===== src/rtl/fmc_pkg.sv =====
package fmc_pkg;

  // ----------------------------------------------------------------------
  // Divider and message geometry
  // ----------------------------------------------------------------------
  localparam int          REM_W      = 15;
  localparam logic [14:0] POLY_TAPS  = 15'h6815;  // x14 x13 x11 x4 x2 1.
  localparam logic [14:0] REM_ZERO   = 15'h0000;
  localparam logic [14:0] LAST_INV   = 15'h0001;  // Last remainder bit.
  localparam int          BYTE_W     = 8;
  localparam int          CKS_W      = 16;
  localparam int          FIFO_DEPTH = 8;

  // ----------------------------------------------------------------------
  // Counter limits
  // ----------------------------------------------------------------------
  localparam logic [2:0]  BIT_LAST   = 3'h7;   // Eighth bit of a byte.
  localparam logic [2:0]  BYTE_LAST  = 3'h5;   // Sixth byte of a block.
  localparam logic [3:0]  CKS_LAST   = 4'hf;   // Sixteenth check bit.
  localparam logic [5:0]  RX_INV_IDX = 6'h3e;  // Index of received bit 63.
  localparam logic [5:0]  RX_PAR_IDX = 6'h3f;  // Index of received bit 64.

  // ----------------------------------------------------------------------
  // Transmit sequencer states
  // ----------------------------------------------------------------------
  typedef enum logic [3:0] {
    TX_IDLE = 4'h1,
    TX_DATA = 4'h2,
    TX_LOAD = 4'h4,
    TX_CKS  = 4'h8
  } fmc_tx_st_t;

endpackage : fmc_pkg


===== src/rtl/fmc_stream_if.sv =====
`timescale 1ns/1ps
interface fmc_stream_if #(
  parameter int W = 8
);
  logic [W-1:0] data;
  logic         valid;
  logic         ready;

  modport src (output data, output valid, input ready);
  modport snk (input data, input valid, output ready);
endinterface : fmc_stream_if


===== src/rtl/fmc_fifo.sv =====
`timescale 1ns/1ps
module fmc_fifo #(
  parameter int W     = 8,
  parameter int DEPTH = 8
) (
  input wire logic clk,
  input wire logic rst_n,
  fmc_stream_if.snk wr,
  fmc_stream_if.src rd
);

  localparam int AW = $clog2(DEPTH);

  typedef struct packed {
    logic [DEPTH-1:0][W-1:0] mem;
    logic [AW-1:0]           wptr;
    logic [AW-1:0]           rptr;
    logic [AW:0]             cnt;
  } fmc_fifo_st_t;

  fmc_fifo_st_t s_ff;
  fmc_fifo_st_t nxt_s;
  logic         push;
  logic         pop;

  // ----------------------------------------------------------------------
  // Handshakes
  // ----------------------------------------------------------------------
  // Full and empty come straight from the occupancy count.
  assign wr.ready = (s_ff.cnt != (AW+1)'(DEPTH));
  assign rd.valid = (s_ff.cnt != '0);
  assign rd.data  = s_ff.mem[s_ff.rptr];
  assign push     = wr.valid && wr.ready;
  assign pop      = rd.valid && rd.ready;

  // Pointers wrap by hand so that a depth off a power of two still works.
  always_comb begin
    nxt_s = s_ff;
    if (push) begin
      nxt_s.mem[s_ff.wptr] = wr.data;
      nxt_s.wptr = (s_ff.wptr == AW'(DEPTH-1)) ? '0 : s_ff.wptr + AW'(1);
    end
    if (pop) begin
      nxt_s.rptr = (s_ff.rptr == AW'(DEPTH-1)) ? '0 : s_ff.rptr + AW'(1);
    end
    if (push && !pop) begin
      nxt_s.cnt = s_ff.cnt + (AW+1)'(1);
    end else if (pop && !push) begin
      nxt_s.cnt = s_ff.cnt - (AW+1)'(1);
    end
  end

  // State register.
  always_ff @(posedge clk or negedge rst_n) begin
    if (!rst_n) begin
      s_ff <= '0;
    end else begin
      s_ff <= nxt_s;
    end
  end

endmodule : fmc_fifo


===== src/rtl/fmc_div.sv =====
`timescale 1ns/1ps
module fmc_div (
  input  wire logic        clk,
  input  wire logic        rst_n,
  input  wire logic        clr,
  input  wire logic        step,
  input  wire logic        din,
  input  wire logic        par_in,
  output logic [14:0]      rem,
  output logic             par
);

  typedef struct packed {
    logic [14:0] rem;
    logic        par;
  } fmc_div_st_t;

  fmc_div_st_t s_ff;
  fmc_div_st_t nxt_s;
  logic        fb;

  // ----------------------------------------------------------------------
  // Serial modulo-2 divider
  // ----------------------------------------------------------------------
  // The remainder is of the message times x^15, so the check bits can be
  // appended as they are and the far divider lands on zero.
  always_comb begin
    nxt_s = s_ff;
    fb    = din ^ s_ff.rem[14];
    if (clr) begin
      nxt_s = '0;
    end else if (step) begin
      nxt_s.rem = {s_ff.rem[13:0], 1'b0} ^
                  (fb ? fmc_pkg::POLY_TAPS : fmc_pkg::REM_ZERO);
      nxt_s.par = s_ff.par ^ par_in;
    end
  end

  // State register.
  always_ff @(posedge clk or negedge rst_n) begin
    if (!rst_n) begin
      s_ff <= '0;
    end else begin
      s_ff <= nxt_s;
    end
  end

  assign rem = s_ff.rem;
  assign par = s_ff.par;

endmodule : fmc_div


===== src/rtl/fmc_codec.sv =====
`timescale 1ns/1ps
module fmc_codec (
  input  wire logic        mclk,
  input  wire logic        rstn,
  input  wire logic        bit_tick,
  input  wire logic        cksum_ins_en,
  input  wire logic [7:0]  tx_byte,
  input  wire logic        tx_byte_valid,
  output logic             tx_byte_ready,
  output logic             tx_bit,
  output logic             tx_bit_stb,
  output logic             tx_idle,
  input  wire logic        rx_bit,
  input  wire logic        rx_bit_stb,
  input  wire logic        rx_msg_start,
  output logic             cksum_true,
  output logic [15:0]      syndrome,
  output logic             syndrome_stb
);

  typedef struct packed {
    fmc_pkg::fmc_tx_st_t st;
    logic [7:0]          sr;
    logic [2:0]          bit_cnt;
    logic [2:0]          byte_cnt;
    logic [15:0]         cks;
    logic [3:0]          cks_cnt;
    logic                bit_out;
    logic                bit_stb;
    logic [5:0]          rx_cnt;
    logic [15:0]         syn;
    logic                cks_true;
    logic                syn_stb;
  } fmc_codec_st_t;

  fmc_codec_st_t s_ff;
  fmc_codec_st_t nxt_s;
  logic [1:0]    rst_sync_ff;
  logic          rst_n;

  fmc_stream_if #(.W(fmc_pkg::BYTE_W)) in_if ();
  fmc_stream_if #(.W(fmc_pkg::BYTE_W)) out_if ();

  logic        tx_clr;
  logic        tx_step;
  logic [14:0] tx_rem;
  logic        tx_par;
  logic        rx_clr;
  logic        rx_step;
  logic        rx_din;
  logic [14:0] rx_rem;
  logic        rx_par;
  logic        rx_end;
  logic        perr;
  logic [14:0] chk;

  // ----------------------------------------------------------------------
  // Reset release
  // ----------------------------------------------------------------------
  // The release is retimed so that every flop leaves reset on one edge.
  always_ff @(posedge mclk or negedge rstn) begin
    if (!rstn) begin
      rst_sync_ff <= 2'h0;
    end else begin
      rst_sync_ff <= {rst_sync_ff[0], 1'b1};
    end
  end
  assign rst_n = rst_sync_ff[1];

  // Syndrome bit order: the first remainder bit out is the first syndrome.
  function automatic logic [14:0] fmc_rev15(input logic [14:0] v);
    logic [14:0] r;
    r = '0;
    for (int i = 0; i < fmc_pkg::REM_W; i++) begin
      r[i] = v[fmc_pkg::REM_W-1-i];
    end
    return r;
  endfunction : fmc_rev15

  // ----------------------------------------------------------------------
  // Transmit byte buffer
  // ----------------------------------------------------------------------
  // Host bytes queue here; a full buffer stalls the host by tx_byte_ready.
  assign in_if.data    = tx_byte;
  assign in_if.valid   = tx_byte_valid;
  assign tx_byte_ready = in_if.ready;

  fmc_fifo #(
    .W     (fmc_pkg::BYTE_W),
    .DEPTH (fmc_pkg::FIFO_DEPTH)
  ) u_fifo (
    .clk   (mclk),
    .rst_n (rst_n),
    .wr    (in_if),
    .rd    (out_if)
  );

  // ----------------------------------------------------------------------
  // Dividers
  // ----------------------------------------------------------------------
  // Transmit side steps on every message bit it sends.
  assign tx_step = (s_ff.st == fmc_pkg::TX_DATA) && bit_tick;

  fmc_div u_tx_div (
    .clk    (mclk),
    .rst_n  (rst_n),
    .clr    (tx_clr),
    .step   (tx_step),
    .din    (s_ff.sr[7]),
    .par_in (s_ff.sr[7]),
    .rem    (tx_rem),
    .par    (tx_par)
  );

  // Receive side inverts the 63rd bit for the divider but not for parity.
  assign rx_end  = rx_bit_stb && (s_ff.rx_cnt == fmc_pkg::RX_PAR_IDX);
  assign rx_step = rx_bit_stb && !rx_end && !rx_msg_start;
  assign rx_din  = (s_ff.rx_cnt == fmc_pkg::RX_INV_IDX) ? ~rx_bit
                                                        : rx_bit;
  assign rx_clr  = rx_msg_start || rx_end;

  fmc_div u_rx_div (
    .clk    (mclk),
    .rst_n  (rst_n),
    .clr    (rx_clr),
    .step   (rx_step),
    .din    (rx_din),
    .par_in (rx_bit),
    .rem    (rx_rem),
    .par    (rx_par)
  );

  // Remainder with its last bit inverted, and the received parity check.
  assign chk  = tx_rem ^ fmc_pkg::LAST_INV;
  assign perr = rx_par ^ rx_bit;

  // ----------------------------------------------------------------------
  // Sequencer
  // ----------------------------------------------------------------------
  // TX_LOAD takes one mclk after the last message bit so the divider has
  // settled; bit_tick must therefore never come on two edges in a row.
  always_comb begin
    nxt_s         = s_ff;
    nxt_s.bit_stb = 1'b0;
    nxt_s.syn_stb = 1'b0;
    out_if.ready  = 1'b0;
    tx_clr        = 1'b0;
    case (s_ff.st)
      fmc_pkg::TX_IDLE: begin
        if (out_if.valid) begin
          out_if.ready  = 1'b1;
          nxt_s.sr      = out_if.data;
          nxt_s.bit_cnt = '0;
          nxt_s.st      = fmc_pkg::TX_DATA;
        end
      end
      fmc_pkg::TX_DATA: begin
        if (bit_tick) begin
          nxt_s.bit_out = s_ff.sr[7];
          nxt_s.bit_stb = 1'b1;
          nxt_s.sr      = {s_ff.sr[6:0], 1'b0};
          nxt_s.bit_cnt = s_ff.bit_cnt + 3'h1;
          if (s_ff.bit_cnt == fmc_pkg::BIT_LAST) begin
            nxt_s.byte_cnt = s_ff.byte_cnt + 3'h1;
            if (s_ff.byte_cnt == fmc_pkg::BYTE_LAST) begin
              nxt_s.byte_cnt = '0;
              if (cksum_ins_en) begin
                nxt_s.st = fmc_pkg::TX_LOAD;
              end else begin
                tx_clr = 1'b1;
              end
            end
            if (nxt_s.st == fmc_pkg::TX_DATA) begin
              if (out_if.valid) begin
                out_if.ready = 1'b1;
                nxt_s.sr     = out_if.data;
              end else begin
                // Underrun drops the partial block; next one starts clean.
                nxt_s.st       = fmc_pkg::TX_IDLE;
                nxt_s.byte_cnt = '0;
                tx_clr         = 1'b1;
              end
            end
          end
        end
      end
      fmc_pkg::TX_LOAD: begin
        nxt_s.cks     = {chk, tx_par ^ (^chk)};
        nxt_s.cks_cnt = '0;
        nxt_s.st      = fmc_pkg::TX_CKS;
        tx_clr        = 1'b1;
      end
      fmc_pkg::TX_CKS: begin
        if (bit_tick) begin
          nxt_s.bit_out = s_ff.cks[15];
          nxt_s.bit_stb = 1'b1;
          nxt_s.cks     = {s_ff.cks[14:0], 1'b0};
          nxt_s.cks_cnt = s_ff.cks_cnt + 4'h1;
          if (s_ff.cks_cnt == fmc_pkg::CKS_LAST) begin
            nxt_s.bit_cnt = '0;
            if (out_if.valid) begin
              out_if.ready = 1'b1;
              nxt_s.sr     = out_if.data;
              nxt_s.st     = fmc_pkg::TX_DATA;
            end else begin
              nxt_s.st = fmc_pkg::TX_IDLE;
            end
          end
        end
      end
      default: begin
        nxt_s.st = fmc_pkg::TX_IDLE;
        tx_clr   = 1'b1;
      end
    endcase

    // Receive framing: a start pulse beats a bit strobe in the same cycle.
    if (rx_msg_start) begin
      nxt_s.rx_cnt = '0;
    end else if (rx_end) begin
      nxt_s.rx_cnt   = '0;
      nxt_s.syn      = {perr, fmc_rev15(rx_rem)};
      nxt_s.cks_true = (rx_rem == fmc_pkg::REM_ZERO) && !perr;
      nxt_s.syn_stb  = 1'b1;
    end else if (rx_bit_stb) begin
      nxt_s.rx_cnt = s_ff.rx_cnt + 6'h01;
    end
  end

  // State register.
  always_ff @(posedge mclk or negedge rst_n) begin
    if (!rst_n) begin
      s_ff    <= '0;
      s_ff.st <= fmc_pkg::TX_IDLE;
    end else begin
      s_ff <= nxt_s;
    end
  end

  // ----------------------------------------------------------------------
  // Outputs
  // ----------------------------------------------------------------------
  assign tx_bit       = s_ff.bit_out;
  assign tx_bit_stb   = s_ff.bit_stb;
  assign tx_idle      = (s_ff.st == fmc_pkg::TX_IDLE);
  assign cksum_true   = s_ff.cks_true;
  assign syndrome     = s_ff.syn;
  assign syndrome_stb = s_ff.syn_stb;
endmodule : fmc_codec


===== config.mk =====
export PLATFORM = sky130hd
export DESIGN_NAME = fmc_codec
export DESIGN_NICKNAME = d
export VERILOG_FILES = /design/src/rtl/fmc_pkg.sv /design/src/rtl/fmc_stream_if.sv /design/src/rtl/fmc_fifo.sv /design/src/rtl/fmc_div.sv /design/src/rtl/fmc_codec.sv
export SDC_FILE = /design/constraint.sdc
export NUM_CORES = 1
export LEC_CHECK = 0
export ABC_AREA = 1
export BUFFER_PORTS_ARGS = -buffer_cell sky130_fd_sc_hd__buf_2
export CAP_MARGIN = 20
export CORE_ASPECT_RATIO = 1.75
export CORE_MARGIN = 2
export CORE_UTILIZATION = 35
export CTS_BUF_LIST = sky130_fd_sc_hd__clkbuf_4 sky130_fd_sc_hd__clkbuf_8
export DETAILED_ROUTE_END_ITERATION = 7
export REMOVE_ABC_BUFFERS = 1
export SYNTH_ARGS = -nofsm -noshare
export SYNTH_HDL_FRONTEND = slang
export SYNTH_HIERARCHICAL = 1
export SYNTH_SLANG_ARGS = --single-unit

===== constraint.sdc =====
create_clock -name mclk -period 4.7 [get_ports mclk]
set_clock_uncertainty 0.1 [all_clocks]
set_input_delay 0.705 -clock mclk [delete_from_list [all_inputs] [get_ports mclk]]
set_output_delay 0.705 -clock mclk [all_outputs]
set_load 0.05 [all_outputs]

; ---- Word-level counts from Yosys, hierarchy flattened
; Cells that the tools add are included.
; Widths: inputs -> output; s select.
[word_totals]
reg_bits = 172
latchBits = 0
mem_bits_rw = 0
rom_bits = 0
output_inout_bits = 22
wordCells = 162
memories = 0
[classes]
add_sub_neg = 8
mul = 0
n_div = 0
n_lt_le_gt_ge = 3
n_eq_ne = 19
shifts = 0
mux = 60
bitwise_logic = 10
reduce_logical = 34
[op_table]
columns = cell, n
row1 = $mux 15, 5
row2 = $bwmux 64, 1
row3 = $mux 16, 4
row4 = $pmux 20 s2, 1
row5 = $pmux 11 s3, 1
row6 = $mux 4, 8
row7 = $mux 8, 4
row8 = $xor 15x15->15, 2
row9 = $bmux 8 s3, 1
row10 = $demux 8 s3, 1
row11 = $mux 12, 2
row12 = $mux 22, 1
row13 = $mux 18, 1
row14 = $mux 3, 6
row15 = $mux 6, 3
row16 = $pmux 4 s4, 1
row17 = $logic_not 15->1, 1
row18 = $mux 1, 15
row19 = $reduce_xor 15->1, 1
row20 = $add 3x1->3 const B, 4
row21 = $eq 3x3->1 const B, 4
row22 = $eq 6x6->1 const B, 2
row23 = $logic_and 1x1->1, 10
row24 = $reduce_and 5->1, 2
row25 = other kinds (27), 53

; ---- Longest topological paths before layout
; Gate-level depths: netlist (run 1).
[depth]
ltp_word = 14
ltp_mapped = 19

; ---- Hierarchy
; The synthesis (run 1) kept the hierarchy.
[modules_own_cells]
columns = module, instances, cells_each, area_each_um2, seq_area_each_um2
row1 = fmc_fifo, 1, 586, 4229.1, 1851.8
row2 = fmc_codec, 1, 479, 3677.3, 1652.8
row3 = fmc_div, 2, 80, 723.2, 400.4

; ---- Worst setup path after synthesis (run 1)
; OpenSTA, ideal clock, no wires.
[synth_path]
kind = input -> register
startpoint = input bit_tick
endpoint = register u_fifo/s_ff[3] in the netlist's numbering
setup_time_ns = 0.117
t_arrival_ns = 2.560
path_slack_ns = 1.923
cell_stages = 16
path_buffers = 1
cell_sequence = inv_1 -> o21bai_4 -> nand3_2 -> nor2_2 -> nand2_2 -> buf_6 -> nor2_4 -> nand2_1 -> ha_1 -> inv_1 -> ha_1 -> or2_1 -> nand2_1 -> nand2_1 -> nand3_1 -> nand2_1
[synth_between]
elab_chain_cells = 6
[synth_rtl]
columns = element, line
row1 = start: declaration, fmc_codec.sv:5  ; input wire logic bit_tick,
row2 = $mux 1 (on tied branches), "fmc_codec.sv:194, fmc_codec.sv:158"
row3 = $pmux 1 s3 (*), fmc_codec.sv:148  ; case (s_ff.st)
row4 = net out_if.ready, fmc_stream_if.sv:7  ; logic ready;
row5 = $logic_and 1x1->1 (*), fmc_fifo.sv:34  ; assign pop = rd.valid && rd.ready;
row6 = $logic_not 1->1, fmc_fifo.sv:46  ; if (push && !pop) begin
row7 = $logic_and 1x1->1, fmc_fifo.sv:46
row8 = $mux 4 / $reduce_bool 2->1 (equally long branches), n/a
row9 = end signal: assignment, fmc_fifo.sv:58  ; s_ff <= nxt_s;
row10 = end: declaration, fmc_fifo.sv:21  ; fmc_fifo_st_t s_ff;
; Mark *: on every way through the listed nets, which the timed path passes. The rest lies on a longest branch.
; A chain may end at the register's enable or synchronous reset.

==> results of run 1 <==
cells by family (layout without fill, tap and decap cells):
group	count (synthesis)	count (layout)	share of synthesized area (%)
adders and majority gates	13	13	1.82
and+or+nand+nor	756	756	36.2
xor gates and xnor gates	8	8	0.749
buffers and inverters	195	207	9.66
DFF	172	172	46.0
other	1	1	0.0401
AOI/OAI and AO/OA	80	80	5.53
area by class of cell:
cell class                 instances  area share [%]
clock buffer                      18            2.42
timing repair buffer              43            2.46
inverter                         132            5.11
sequential                       172            43.2
multi-input combinational        858            41.5
tap                              324            4.06
clock inverter                    14            1.24
power by group:
group | internal [mW] | switching [mW]
clock network | 0.392 | 0.613
logic | 0.686 | 1.38
registers | 1.84 | 0.374
total | 2.92 | 2.37
sequential cells by signal, summed over array words and instances, names as in the netlist, 2 cells and up:
| name | cells |
|---|---|
| syndrome | 16 |
| u_rx_div/rem | 15 |
| s_ff | 44 |
| rst_sync_ff | 2 |
| u_fifo/s_ff | 74 |
| u_tx_div/rem | 15 |
repair_timing:
item,4_1_cts,5_1_grt
hold buffers,1,0
resized for setup,0,0
endpoints found under the hold margin,2,0
per-stage QoR:
stage | hold slack [ps] | std cells | setup slack [ps] | util, %
6_report | 256 | 1561 | 1560 | 37.8
3_5_place_dp | 235 | 1528 | 1550 | 36.4
4_1_cts | 257 | 1561 | 1550 | 37.8
2_1_floorplan | 231 | 1162 | -546 | -
5_1_grt | 268 | 1561 | 1310 | 37.8
3_3_place_gp | 245 | 1528 | 1580 | 36.4
per-layer routing:
layer / wire, µm / up-vias / GRT usage [%] / share of wire, %
li1: - / 3879 / - / -
met1: 8760 / 3583 / 17.5 / 38
met2: 12700 / 97 / 33.3 / 56
met3: 679 / 35 / 3.97 / 3.0
met4: 598 / 0 / 7.03 / 2.6
met5: 0 / - / 0 / 0
placed cells by master (no fill, tap or decap), types with 3 or more instances in the layout:
| cell | synthesis | layout |
|---|---|---|
| sky130_fd_sc_hd__xor2_1 | 3 | 3 |
| sky130_fd_sc_hd__buf_2 | 23 | 37 |
| sky130_fd_sc_hd__a21oi_1 | 7 | 7 |
| sky130_fd_sc_hd__inv_1 | 117 | 117 |
| sky130_fd_sc_hd__nand2_2 | 6 | 6 |
| sky130_fd_sc_hd__xnor2_1 | 5 | 5 |
| sky130_fd_sc_hd__nand3_1 | 57 | 56 |
| sky130_fd_sc_hd__nor2_2 | 4 | 4 |
| sky130_fd_sc_hd__nor4_1 | 4 | 4 |
| sky130_fd_sc_hd__nor2_1 | 85 | 85 |
| sky130_fd_sc_hd__inv_2 | 12 | 12 |
| sky130_fd_sc_hd__nor2_4 | 13 | 13 |
| sky130_fd_sc_hd__nand3_2 | 13 | 14 |
| sky130_fd_sc_hd__buf_4 | 22 | 4 |
| sky130_fd_sc_hd__or2_1 | 3 | 3 |
| sky130_fd_sc_hd__inv_6 | 1 | 8 |
| sky130_fd_sc_hd__o21ai_0 | 19 | 19 |
| sky130_fd_sc_hd__nand2_1 | 492 | 492 |
| sky130_fd_sc_hd__inv_8 | 0 | 3 |
| sky130_fd_sc_hd__o221ai_1 | 3 | 3 |
| sky130_fd_sc_hd__nand2_4 | 3 | 3 |
| sky130_fd_sc_hd__o21ai_2 | 6 | 6 |
| sky130_fd_sc_hd__o21ai_1 | 11 | 11 |
| sky130_fd_sc_hd__nand4_1 | 67 | 67 |
| sky130_fd_sc_hd__clkbuf_8 | 0 | 17 |
| sky130_fd_sc_hd__dfrtp_1 | 171 | 169 |
| sky130_fd_sc_hd__ha_1 | 12 | 12 |
| sky130_fd_sc_hd__o211ai_1 | 13 | 13 |
| sky130_fd_sc_hd__o22ai_1 | 14 | 14 |
| sky130_fd_sc_hd__clkinv_4 | 2 | 3 |
worst max-delay path by stage:
stage              startpoint        endpoint  slack, ps  cells after the start
2_1_floorplan  rst_sync_ff[1]      cksum_true       -550                      0
3_3_place_gp         bit_tick  u_fifo/s_ff[3]       1580                     16
3_5_place_dp         bit_tick  u_fifo/s_ff[3]       1550                     16
4_1_cts              s_ff[63]  u_fifo/s_ff[3]       1550                     16
5_1_grt              s_ff[63]  u_fifo/s_ff[3]       1310                     16
6_report             s_ff[63]  u_fifo/s_ff[3]       1560                     16
==> results.json, run 1 <==
{
  "syn-mean-instance-area_um2": 7.63,
  "clock.fmax_ghz": 0.319,
  "ant_nets": 0,
  "clock_latency_at_the_later_pin_of_the_worst_skew_pair_ps": 510,
  "critical_path.cell_chain": "nor2_2 > nand3_2 > inv_1 > nand2_2 > nor2_4 > a21oi_1 > nor2_4 > nand2_1 > ha_1 > inv_1 > ha_1 > or2_1 > nand2_1 > nand2_1 > nand3_1 > nand2_1",
  "clock_tree.root_cell": "sky130_fd_sc_hd__clkbuf_8",
  "crit_buf_inv": 2,
  "die_height_um": 220,
  "drc": 0,
  "grt_setup_unrepaired": "false",
  "worst_hold_path.endpoint": "rst_sync_ff[1]",
  "relSlewSlack_pct": 41.3,
  "layout-drive-gt1-share_pct": 11.7,
  "synth.top_cell.area_share_pct": 45.8,
  "number_of_global_route_vias_before_repair": 7694,
  "floorplan.die_area_um2": 28100,
  "numCtsBuffers": 17,
  "worst_r2r_path_depth": 16,
  "final_wirelength_mm": 22.8,
  "grt_pass1_wl_mm": 38.0,
  "setup-violations-final": 0,
  "leakagePower_nw": 5.15,
  "worst_r2r_startpoint": "s_ff[63]",
  "gr-total-overflow": 0,
  "dp_hpwl_mm": 16.3,
  "ports_placed_on_the_boundary": 38,
  "drt-wirelength-per-cell_um": 14.6,
  "crit_type": "flop to flop",
  "synth.cells.most_frequent": "sky130_fd_sc_hd__nand2_1 (492), sky130_fd_sc_hd__dfrtp_1 (171), sky130_fd_sc_hd__inv_1 (117), sky130_fd_sc_hd__nor2_1 (85), sky130_fd_sc_hd__nand4_1 (67)",
  "post_synth_inst_count": 1225,
  "cts.sinks": 172,
  "setup.reg_to_reg.worst_slack_ps": 1560,
  "drv.max_cap_violation_count": 0,
  "cts-htree-levels": 4,
  "num-nets-final": 1253,
  "fp.dieW_um": 128,
  "synth-edff-count": 0,
  "critical-path-max-stage-delay_ps": 420,
  "synth_sequential_area_ratio_pct": 46.0,
  "timing.critical_path.from_type": "flop",
  "worst_hold_startpoint": "rst_sync_ff[0]",
  "postSynthRegisterBits": 172,
  "placedInstanceArea_um2": 9610,
  "vias": 7594,
  "worst_setup_path_end_kind": "flop",
  "area_growth_syn_to_layout_pct": 6.77,
  "outcome": "finished clean",
  "effective_utilization_at_floorplan_pct": 35.4,
  "path_delay_family": "simple AND/OR/NAND/NOR gates",
  "period_minus_slack_ps": 3140,
  "cts_tree": "built",
  "worst-endpoint-required_ps": 4990,
  "gp_congestion": 0.831,
  "critical-path-slowest-cell": "sky130_fd_sc_hd__dfrtp_1",
  "drt_first_iter_violations": 496,
  "worstReg2RegEnd": "u_fifo/s_ff[3]",
  "cts.clk_slew.worst_paths_ps": 90,
  "ctsLongestPathBuffers": 2,
  "hold_path_depth": 0,
  "nFillCells": 2751,
  "final.period_utilization_pct": 66.7,
  "finalInstanceArea_um2": 9990,
  "power.ir.vdd_worst_mv": 0.249,
  "postCtsSetupBuffers": 0,
  "async_flop_share_pct": 100,
  "synth_top_cell_by_area": "sky130_fd_sc_hd__dfrtp_1",
  "path_max_fanout": 15,
  "first_pass_iters": 4,
  "synth_most_common_cell": "sky130_fd_sc_hd__nand2_1",
  "grt_usage_pct": 17.2,
  "synthFlopType": "sky130_fd_sc_hd__dfrtp_1",
  "synth_cell_types": 46,
  "grt_max_degree": 108,
  "placement_rows": 79,
  "report.final.slew_viol_count": 0,
  "cp_data_arrival_time_ps": 3430,
  "power_mw": 5.29,
  "portBuffers": 37,
  "timing_hold_violations_final": 0,
  "worstHoldPathType": "flop to flop",
  "yosys_warn_count": 6,
  "post_drt_via_cell_ratio": 4.86,
  "worst-slew-pin-transition_ps": 880,
  "synth.top_cells.by_area": "sky130_fd_sc_hd__dfrtp_1 (46%), sky130_fd_sc_hd__nand2_1 (20%), sky130_fd_sc_hd__inv_1 (4.7%), sky130_fd_sc_hd__nand4_1 (4.5%), sky130_fd_sc_hd__nor2_1 (3.4%)",
  "p_per_area_nw_per_um2": 529,
  "grt_antenna_before_repair": 0,
  "area.sequential_um2": 4310,
  "fp.coreArea_um2": 26400,
  "mappedNetlistArea_um2": 9350,
  "cp_common_cell": "sky130_fd_sc_hd__nand2_1",
  "fin_tns_setup_ps": 0,
  "area_occupied_by_multi_input_gates_um2": 4150,
  "antenna-diode-count": 0
}
Power figures use the tool's default switching activity.
==> run 2: changes to the inputs <==
==> constraint.sdc (replaced) <==
create_clock -name mclk -period 2.8 [get_ports mclk]
set_clock_uncertainty 0.1 [all_clocks]
set_input_delay 0.42 -clock mclk [delete_from_list [all_inputs] [get_ports mclk]]
set_output_delay 0.42 -clock mclk [all_outputs]
set_load 0.05 [all_outputs]
==> run 2 against run 1 <==
- maximum frequency is 22% higher
- combinational power is 82% higher
- first-iteration DRC count is 4.6% higher
- count of clock-buffer cells in the layout stayed put
- setup slack worse by 1300 ps
- die area stayed put
- largest power group is now combinational cells
==> results.json, run 2 (synthesized netlist as in run 1, its figures left out) <==
{
  "outcome": "finished clean",
  "worstHoldPathType": "primary input to flop",
  "drt-wirelength-per-cell_um": 14.4,
  "drv.max_cap_violation_count": 0,
  "grt_pass1_wl_mm": 37.9,
  "cts_tree": "built",
  "numCtsBuffers": 17,
  "critical-path-max-stage-delay_ps": 450,
  "cts.clk_slew.worst_paths_ps": 110,
  "area_growth_syn_to_layout_pct": 8.67,
  "path_delay_family": "simple AND/OR/NAND/NOR gates",
  "cts-htree-levels": 4,
  "post_drt_via_cell_ratio": 4.84,
  "ant_nets": 0,
  "crit_type": "flop to flop",
  "power.clock.fraction_pct": 19.2,
  "setup-violations-final": 0,
  "area_occupied_by_multi_input_gates_um2": 4160,
  "num-nets-final": 1265,
  "layout-drive-gt1-share_pct": 12.9,
  "leakagePower_nw": 5.24,
  "ctsLongestPathBuffers": 2,
  "dp_hpwl_mm": 16.2,
  "worst-slew-pin-transition_ps": 599,
  "number_of_global_route_vias_before_repair": 7591,
  "cts.sinks": 172,
  "cp_common_cell": "sky130_fd_sc_hd__nand2_1",
  "timing_hold_violations_final": 0,
  "portBuffers": 37,
  "floorplan.die_area_um2": 28100,
  "worst_setup_path_end_kind": "flop",
  "ports_placed_on_the_boundary": 38,
  "timing.critical_path.from_type": "flop",
  "cp_data_arrival_time_ps": 2860,
  "worstReg2RegEnd": "u_fifo/s_ff[3]",
  "p_per_area_nw_per_um2": 891,
  "worst_slack_ps": 226,
  "hold_path_depth": 4,
  "clock_latency_at_the_later_pin_of_the_worst_skew_pair_ps": 490,
  "netSwitchingPower_mw": 4.01,
  "final-instance-count-excl-fill": 1573,
  "period_minus_slack_ps": 2570,
  "antenna-diode-count": 0,
  "worst-endpoint-required_ps": 3090,
  "grt_setup_unrepaired": "false",
  "grt_usage_pct": 17.0,
  "clock_tree.root_cell": "sky130_fd_sc_hd__clkbuf_8",
  "drt_first_iter_violations": 519,
  "layout_common_cells": "sky130_fd_sc_hd__nand2_1 (492), sky130_fd_sc_hd__dfrtp_1 (169), sky130_fd_sc_hd__inv_1 (116), sky130_fd_sc_hd__nor2_1 (84), sky130_fd_sc_hd__nand4_1 (67)",
  "largest_reg_flops": 74,
  "worst_hold_startpoint": "rx_msg_start",
  "layout_commonest_cell": "sky130_fd_sc_hd__nand2_1",
  "final_wirelength_mm": 22.6,
  "critical_path.cell_chain": "nor2_2 > nand3_2 > or2_1 > nand3_2 > nor2_2 > nand2_2 > nor2_4 > nand2_1 > ha_1 > inv_2 > ha_1 > or2_1 > nand2_1 > nand2_1 > nand3_1 > nand2_1",
  "top_register": "u_fifo/s_ff",
  "report.final.slew_viol_count": 0,
  "placement_rows": 79,
  "gp_congestion": 0.805,
  "nFillCells": 2742,
  "path_max_fanout": 5,
  "gr-total-overflow": 0,
  "switching_portion_of_total_power_pct": 44.3,
  "crit_buf_inv": 1,
  "pwr-share-seq_pct": 39.3,
  "grt_max_degree": 76,
  "die_height_um": 220,
  "pwr-share-comb_pct": 41.5,
  "setup.reg_to_reg.worst_slack_ps": 230,
  "fp.dieW_um": 128,
  "drc": 0,
  "worst_r2r_startpoint": "u_fifo/s_ff[1]",
  "vias": 7613,
  "finalCoreUtilization_pct": 38.5,
  "critical-path-slowest-cell": "sky130_fd_sc_hd__dfrtp_1",
  "relSlewSlack_pct": 60.1,
  "area.sequential_um2": 4310,
  "power_mw": 9.06,
  "pre_cts_slack_ps": 47.0,
  "effective_utilization_at_floorplan_pct": 35.4,
  "worst_r2r_path_depth": 16,
  "power.ir.vdd_worst_mv": 0.393,
  "first_pass_iters": 5,
  "worst_setup_path_startpoint": "u_fifo/s_ff[1]",
  "final.period_utilization_pct": 91.9,
  "worst_hold_path.endpoint": "s_ff[22]",
  "intPower_mw": 5.05,
  "grt_antenna_before_repair": 0,
  "fp.coreArea_um2": 26400,
  "clock.fmax_ghz": 0.388,
  "placed_cells": 1538
}
[run 2: worst max path at each step]
stage,slack [ps],endpoint,cells after the start
6_report,230,u_fifo/s_ff[3],16
5_1_grt,10,u_fifo/s_ff[3],16
3_3_place_gp,70,u_fifo/s_ff[3],16
2_1_floorplan,-2450,cksum_true,0
4_1_cts,8,u_fifo/s_ff[3],16
3_5_place_dp,50,u_fifo/s_ff[3],16
[run 2: area by class of cell]
class / count / area share (%)
Clock inverter: 14 / 1.42
Tap cell: 324 / 3.99
Timing Repair Buffer: 55 / 3.79
Multi-Input combinational cell: 858 / 40.9
Sequential cell: 172 / 42.4
Clock buffer: 18 / 2.44
Inverter: 132 / 5.02
[run 2: worst min-delay path, stage by stage]
cell                      delay [ps]
sky130_fd_sc_hd__buf_2           100
sky130_fd_sc_hd__inv_1            50
sky130_fd_sc_hd__o21ai_0          60
sky130_fd_sc_hd__a21oi_1          40
[run 2: per-stage QoR]
| step | TNS (ps) | instance area (µm²) | hold slack, ps |
|---|---|---|---|
| after CTS | 0 | 10100 | 49.5 |
| after floorplan | -451350 | 8960 | 24.4 |
| after global placement | 0 | 9740 | 106 |
| after global routing | 0 | 10200 | 99.9 |
| after detailed placement | 0 | 9740 | 107 |
| final | 0 | 10200 | 95.2 |
[run 2: metal layers]
| layer | GRT usage [%] | up-vias | routed length, µm |
|---|---|---|---|
| li1 | - | 3894 | - |
| met1 | 18.1 | 3571 | 8820 |
| met2 | 32.1 | 109 | 12400 |
| met3 | 3.05 | 39 | 571 |
| met4 | 8.17 | 0 | 784 |
| met5 | 0 | - | 0 |
[run 2: power groups by stage]
stage | sequential (mW) | clock (mW) | combinational, mW
after CTS | 3.56 | 1.81 | 3.79
final | 3.56 | 1.74 | 3.76
after global routing | 3.65 | 1.91 | 4.33
after global placement | 3.58 | 0 | 3.74
after floorplan | 3.67 | 0 | 2.59
after detailed placement | 3.60 | 0 | 3.78
[run 2: timing repair]
item	4_1_cts	5_1_grt
endpoints found under the hold margin	2	0
endpoints found under the setup margin	0	2
gates resized for setup	0	4
hold buffers	1	0
buffers inserted	0	2
==> run 3: changes to the inputs <==
--- a/config.mk
+++ b/config.mk
@@ -6,6 +6,7 @@
 export NUM_CORES = 1
 export LEC_CHECK = 0
 export ABC_AREA = 1
+export ABC_CLOCK_PERIOD_IN_PS = 3070
 export BUFFER_PORTS_ARGS = -buffer_cell sky130_fd_sc_hd__buf_2
 export CAP_MARGIN = 20
 export CORE_ASPECT_RATIO = 1.75
==> constraint.sdc (replaced) <==
create_clock -name mclk -period 3.07 [get_ports mclk]
set_clock_uncertainty 0.1 [all_clocks]
set_input_delay 0.4605 -clock mclk [delete_from_list [all_inputs] [get_ports mclk]]
set_output_delay 0.4605 -clock mclk [all_outputs]
set_load 0.05 [all_outputs]
==> run 3 against run 2 <==
- sequential power is 6.2% lower
- register-to-register slack better by 50 ps
- via count is 1.1% higher
- combinational power is 12% lower
- first-iteration DRC count is 6.6% lower
- critical endpoint unchanged
- largest cell class unchanged
==> results.json, run 3 (synthesized netlist as in run 1, its figures left out) <==
{
  "drc": 0,
  "worst_setup_path_end_kind": "flop",
  "grt_pass1_wl_mm": 38.1,
  "ant_nets": 0,
  "setup-violations-final": 0,
  "portBuffers": 37,
  "fp.coreArea_um2": 26400,
  "dp_hpwl_mm": 16.2,
  "setup.reg_to_reg.worst_slack_ps": 280,
  "final-instance-count-excl-fill": 1569,
  "layout_commonest_cell": "sky130_fd_sc_hd__nand2_1",
  "outcome": "finished clean",
  "power_mw": 8.25,
  "drt-wirelength-per-cell_um": 14.4,
  "number_of_global_route_vias_before_repair": 7708,
  "cp_common_cell": "sky130_fd_sc_hd__nand2_1",
  "grt_antenna_before_repair": 0,
  "largest_reg_flops": 74,
  "final.period_utilization_pct": 90.9,
  "layout-drive-gt1-share_pct": 12.5,
  "report.final.slew_viol_count": 0,
  "path_delay_family": "simple AND/OR/NAND/NOR gates",
  "gp_congestion": 0.821,
  "top_register": "u_fifo/s_ff",
  "final_wirelength_mm": 22.6,
  "first_pass_iters": 5,
  "timing.critical_path.from_type": "flop",
  "ports_placed_on_the_boundary": 38,
  "period_minus_slack_ps": 2790,
  "fp.dieW_um": 128,
  "power.ir.vdd_worst_mv": 0.385,
  "clock_tree.root_cell": "sky130_fd_sc_hd__clkbuf_8",
  "layout_common_cells": "sky130_fd_sc_hd__nand2_1 (492), sky130_fd_sc_hd__dfrtp_1 (169), sky130_fd_sc_hd__inv_1 (116), sky130_fd_sc_hd__nor2_1 (84), sky130_fd_sc_hd__nand4_1 (67)",
  "p_per_area_nw_per_um2": 814,
  "critical_path.cell_chain": "nor2_2 > nand3_2 > or2_1 > nand3_2 > nor2_2 > nand2_2 > nor2_4 > nand2_1 > ha_1 > inv_2 > ha_1 > or2_1 > nand2_1 > nand2_1 > nand3_1 > nand2_1",
  "placed_cells": 1536,
  "critical-path-slowest-cell": "sky130_fd_sc_hd__dfrtp_1",
  "drt_first_iter_violations": 485,
  "cts_tree": "built",
  "grt_max_degree": 74,
  "effective_utilization_at_floorplan_pct": 35.4,
  "crit_type": "flop to flop",
  "numCtsBuffers": 17,
  "grt_usage_pct": 17.1,
  "placement_rows": 79,
  "grt_setup_unrepaired": "false",
  "fin_worst_hold_slack_ps": 121,
  "clock.fmax_ghz": 0.358,
  "cts.sinks": 172,
  "worst-slew-pin-transition_ps": 805,
  "num-nets-final": 1261,
  "crit_buf_inv": 1,
  "cp_data_arrival_time_ps": 3090,
  "relSlewSlack_pct": 46.2,
  "clock_latency_at_the_later_pin_of_the_worst_skew_pair_ps": 500,
  "ctsLongestPathBuffers": 2,
  "area_growth_syn_to_layout_pct": 8.36,
  "floorplan.die_area_um2": 28100,
  "critical-path-max-stage-delay_ps": 450,
  "worst-endpoint-required_ps": 3370,
  "gr-total-overflow": 0,
  "path_max_fanout": 7,
  "drv.max_cap_violation_count": 0,
  "timing_hold_violations_final": 0,
  "post_drt_via_cell_ratio": 4.91,
  "die_height_um": 220,
  "antenna-diode-count": 0,
  "vias": 7698,
  "worstHoldPathType": "primary input to flop",
  "cts.clk_slew.worst_paths_ps": 110,
  "leakagePower_nw": 5.22,
  "cts-htree-levels": 4
}
-- run 3: cell types whose count changed in the layout (fill, tap and decap cells not counted), moves of 2 or more --
cell	before	now
sky130_fd_sc_hd__clkinv_8	2	4
sky130_fd_sc_hd__inv_8	3	6
sky130_fd_sc_hd__inv_6	7	2
sky130_fd_sc_hd__buf_4	12	9
-- run 3: worst reg2reg max path: cells and delay by family, from the launching register on --
family | cells | cell delay, ps
DFF | 1 | 450
buffers and inverters | 1 | 70
and+or+nand+nor | 13 | 1560
adders and majority gates | 2 | 490
-- run 3: layout make-up --
cell class	count	area, µm²
Timing Repair Buffer	51	343
Multi-Input combinational cell	858	4160
Inverter	132	510
Clock buffer	17	234
Sequential cell	172	4310
Fill cell	2748	16300
Clock inverter	15	175
Tap cell	324	405
-- run 3: what timing repair did --
| item | in CTS | in global routing |
|---|---|---|
| endpoints found under the hold margin | 2 | 0 |
| hold buffers | 1 | 0 |
| endpoints found under the setup margin | 0 | 1 |
| setup buffers | 0 | 0 |
| resized for setup | 0 | 3 |
-- run 3: metal layers --
metal / global-route usage, % / vias up / share of wire (%)
li1: - / 3894 / -
met1: 18.2 / 3654 / 38
met2: 31.9 / 113 / 55
met3: 3.55 / 37 / 2.9
met4: 8.13 / 0 / 3.6
met5: 0 / - / 0
-- run 3: final timing paths --
check / start / endpoint / cells past startpoint
min in group asynchronous: rstn / rst_sync_ff[1] / 2
setup reg to reg: u_fifo/s_ff[0] / u_fifo/s_ff[3] / 16
setup / recovery: u_fifo/s_ff[0] / u_fifo/s_ff[3] / 16
max in group asynchronous: rst_sync_ff[1] / s_ff[60] / 1
hold / removal: rx_msg_start / s_ff[22] / 4
hold reg to reg: rst_sync_ff[1] / s_ff[18] / 0
-- run 3: power breakdown --
part           internal, mW  switching (mW)  total (mW)
sequential             2.82           0.525        3.34
clock                 0.621           0.998        1.62
combinational          1.11            2.18        3.29
total                  4.55            3.70        8.25
-- run 3: stage by stage --
stage / utilization, % / area (µm²) / setup slack, ps / setup TNS (ps)
floorplan: - / 8960 / -2180 / -386280
global placement: 36.8 / 9710 / 234 / 0
detailed placement: 36.8 / 9710 / 195 / 0
CTS: 38.4 / 10100 / 178 / 0
global route: 38.4 / 10100 / 7.44 / 0
finish: 38.4 / 10100 / 278 / 0
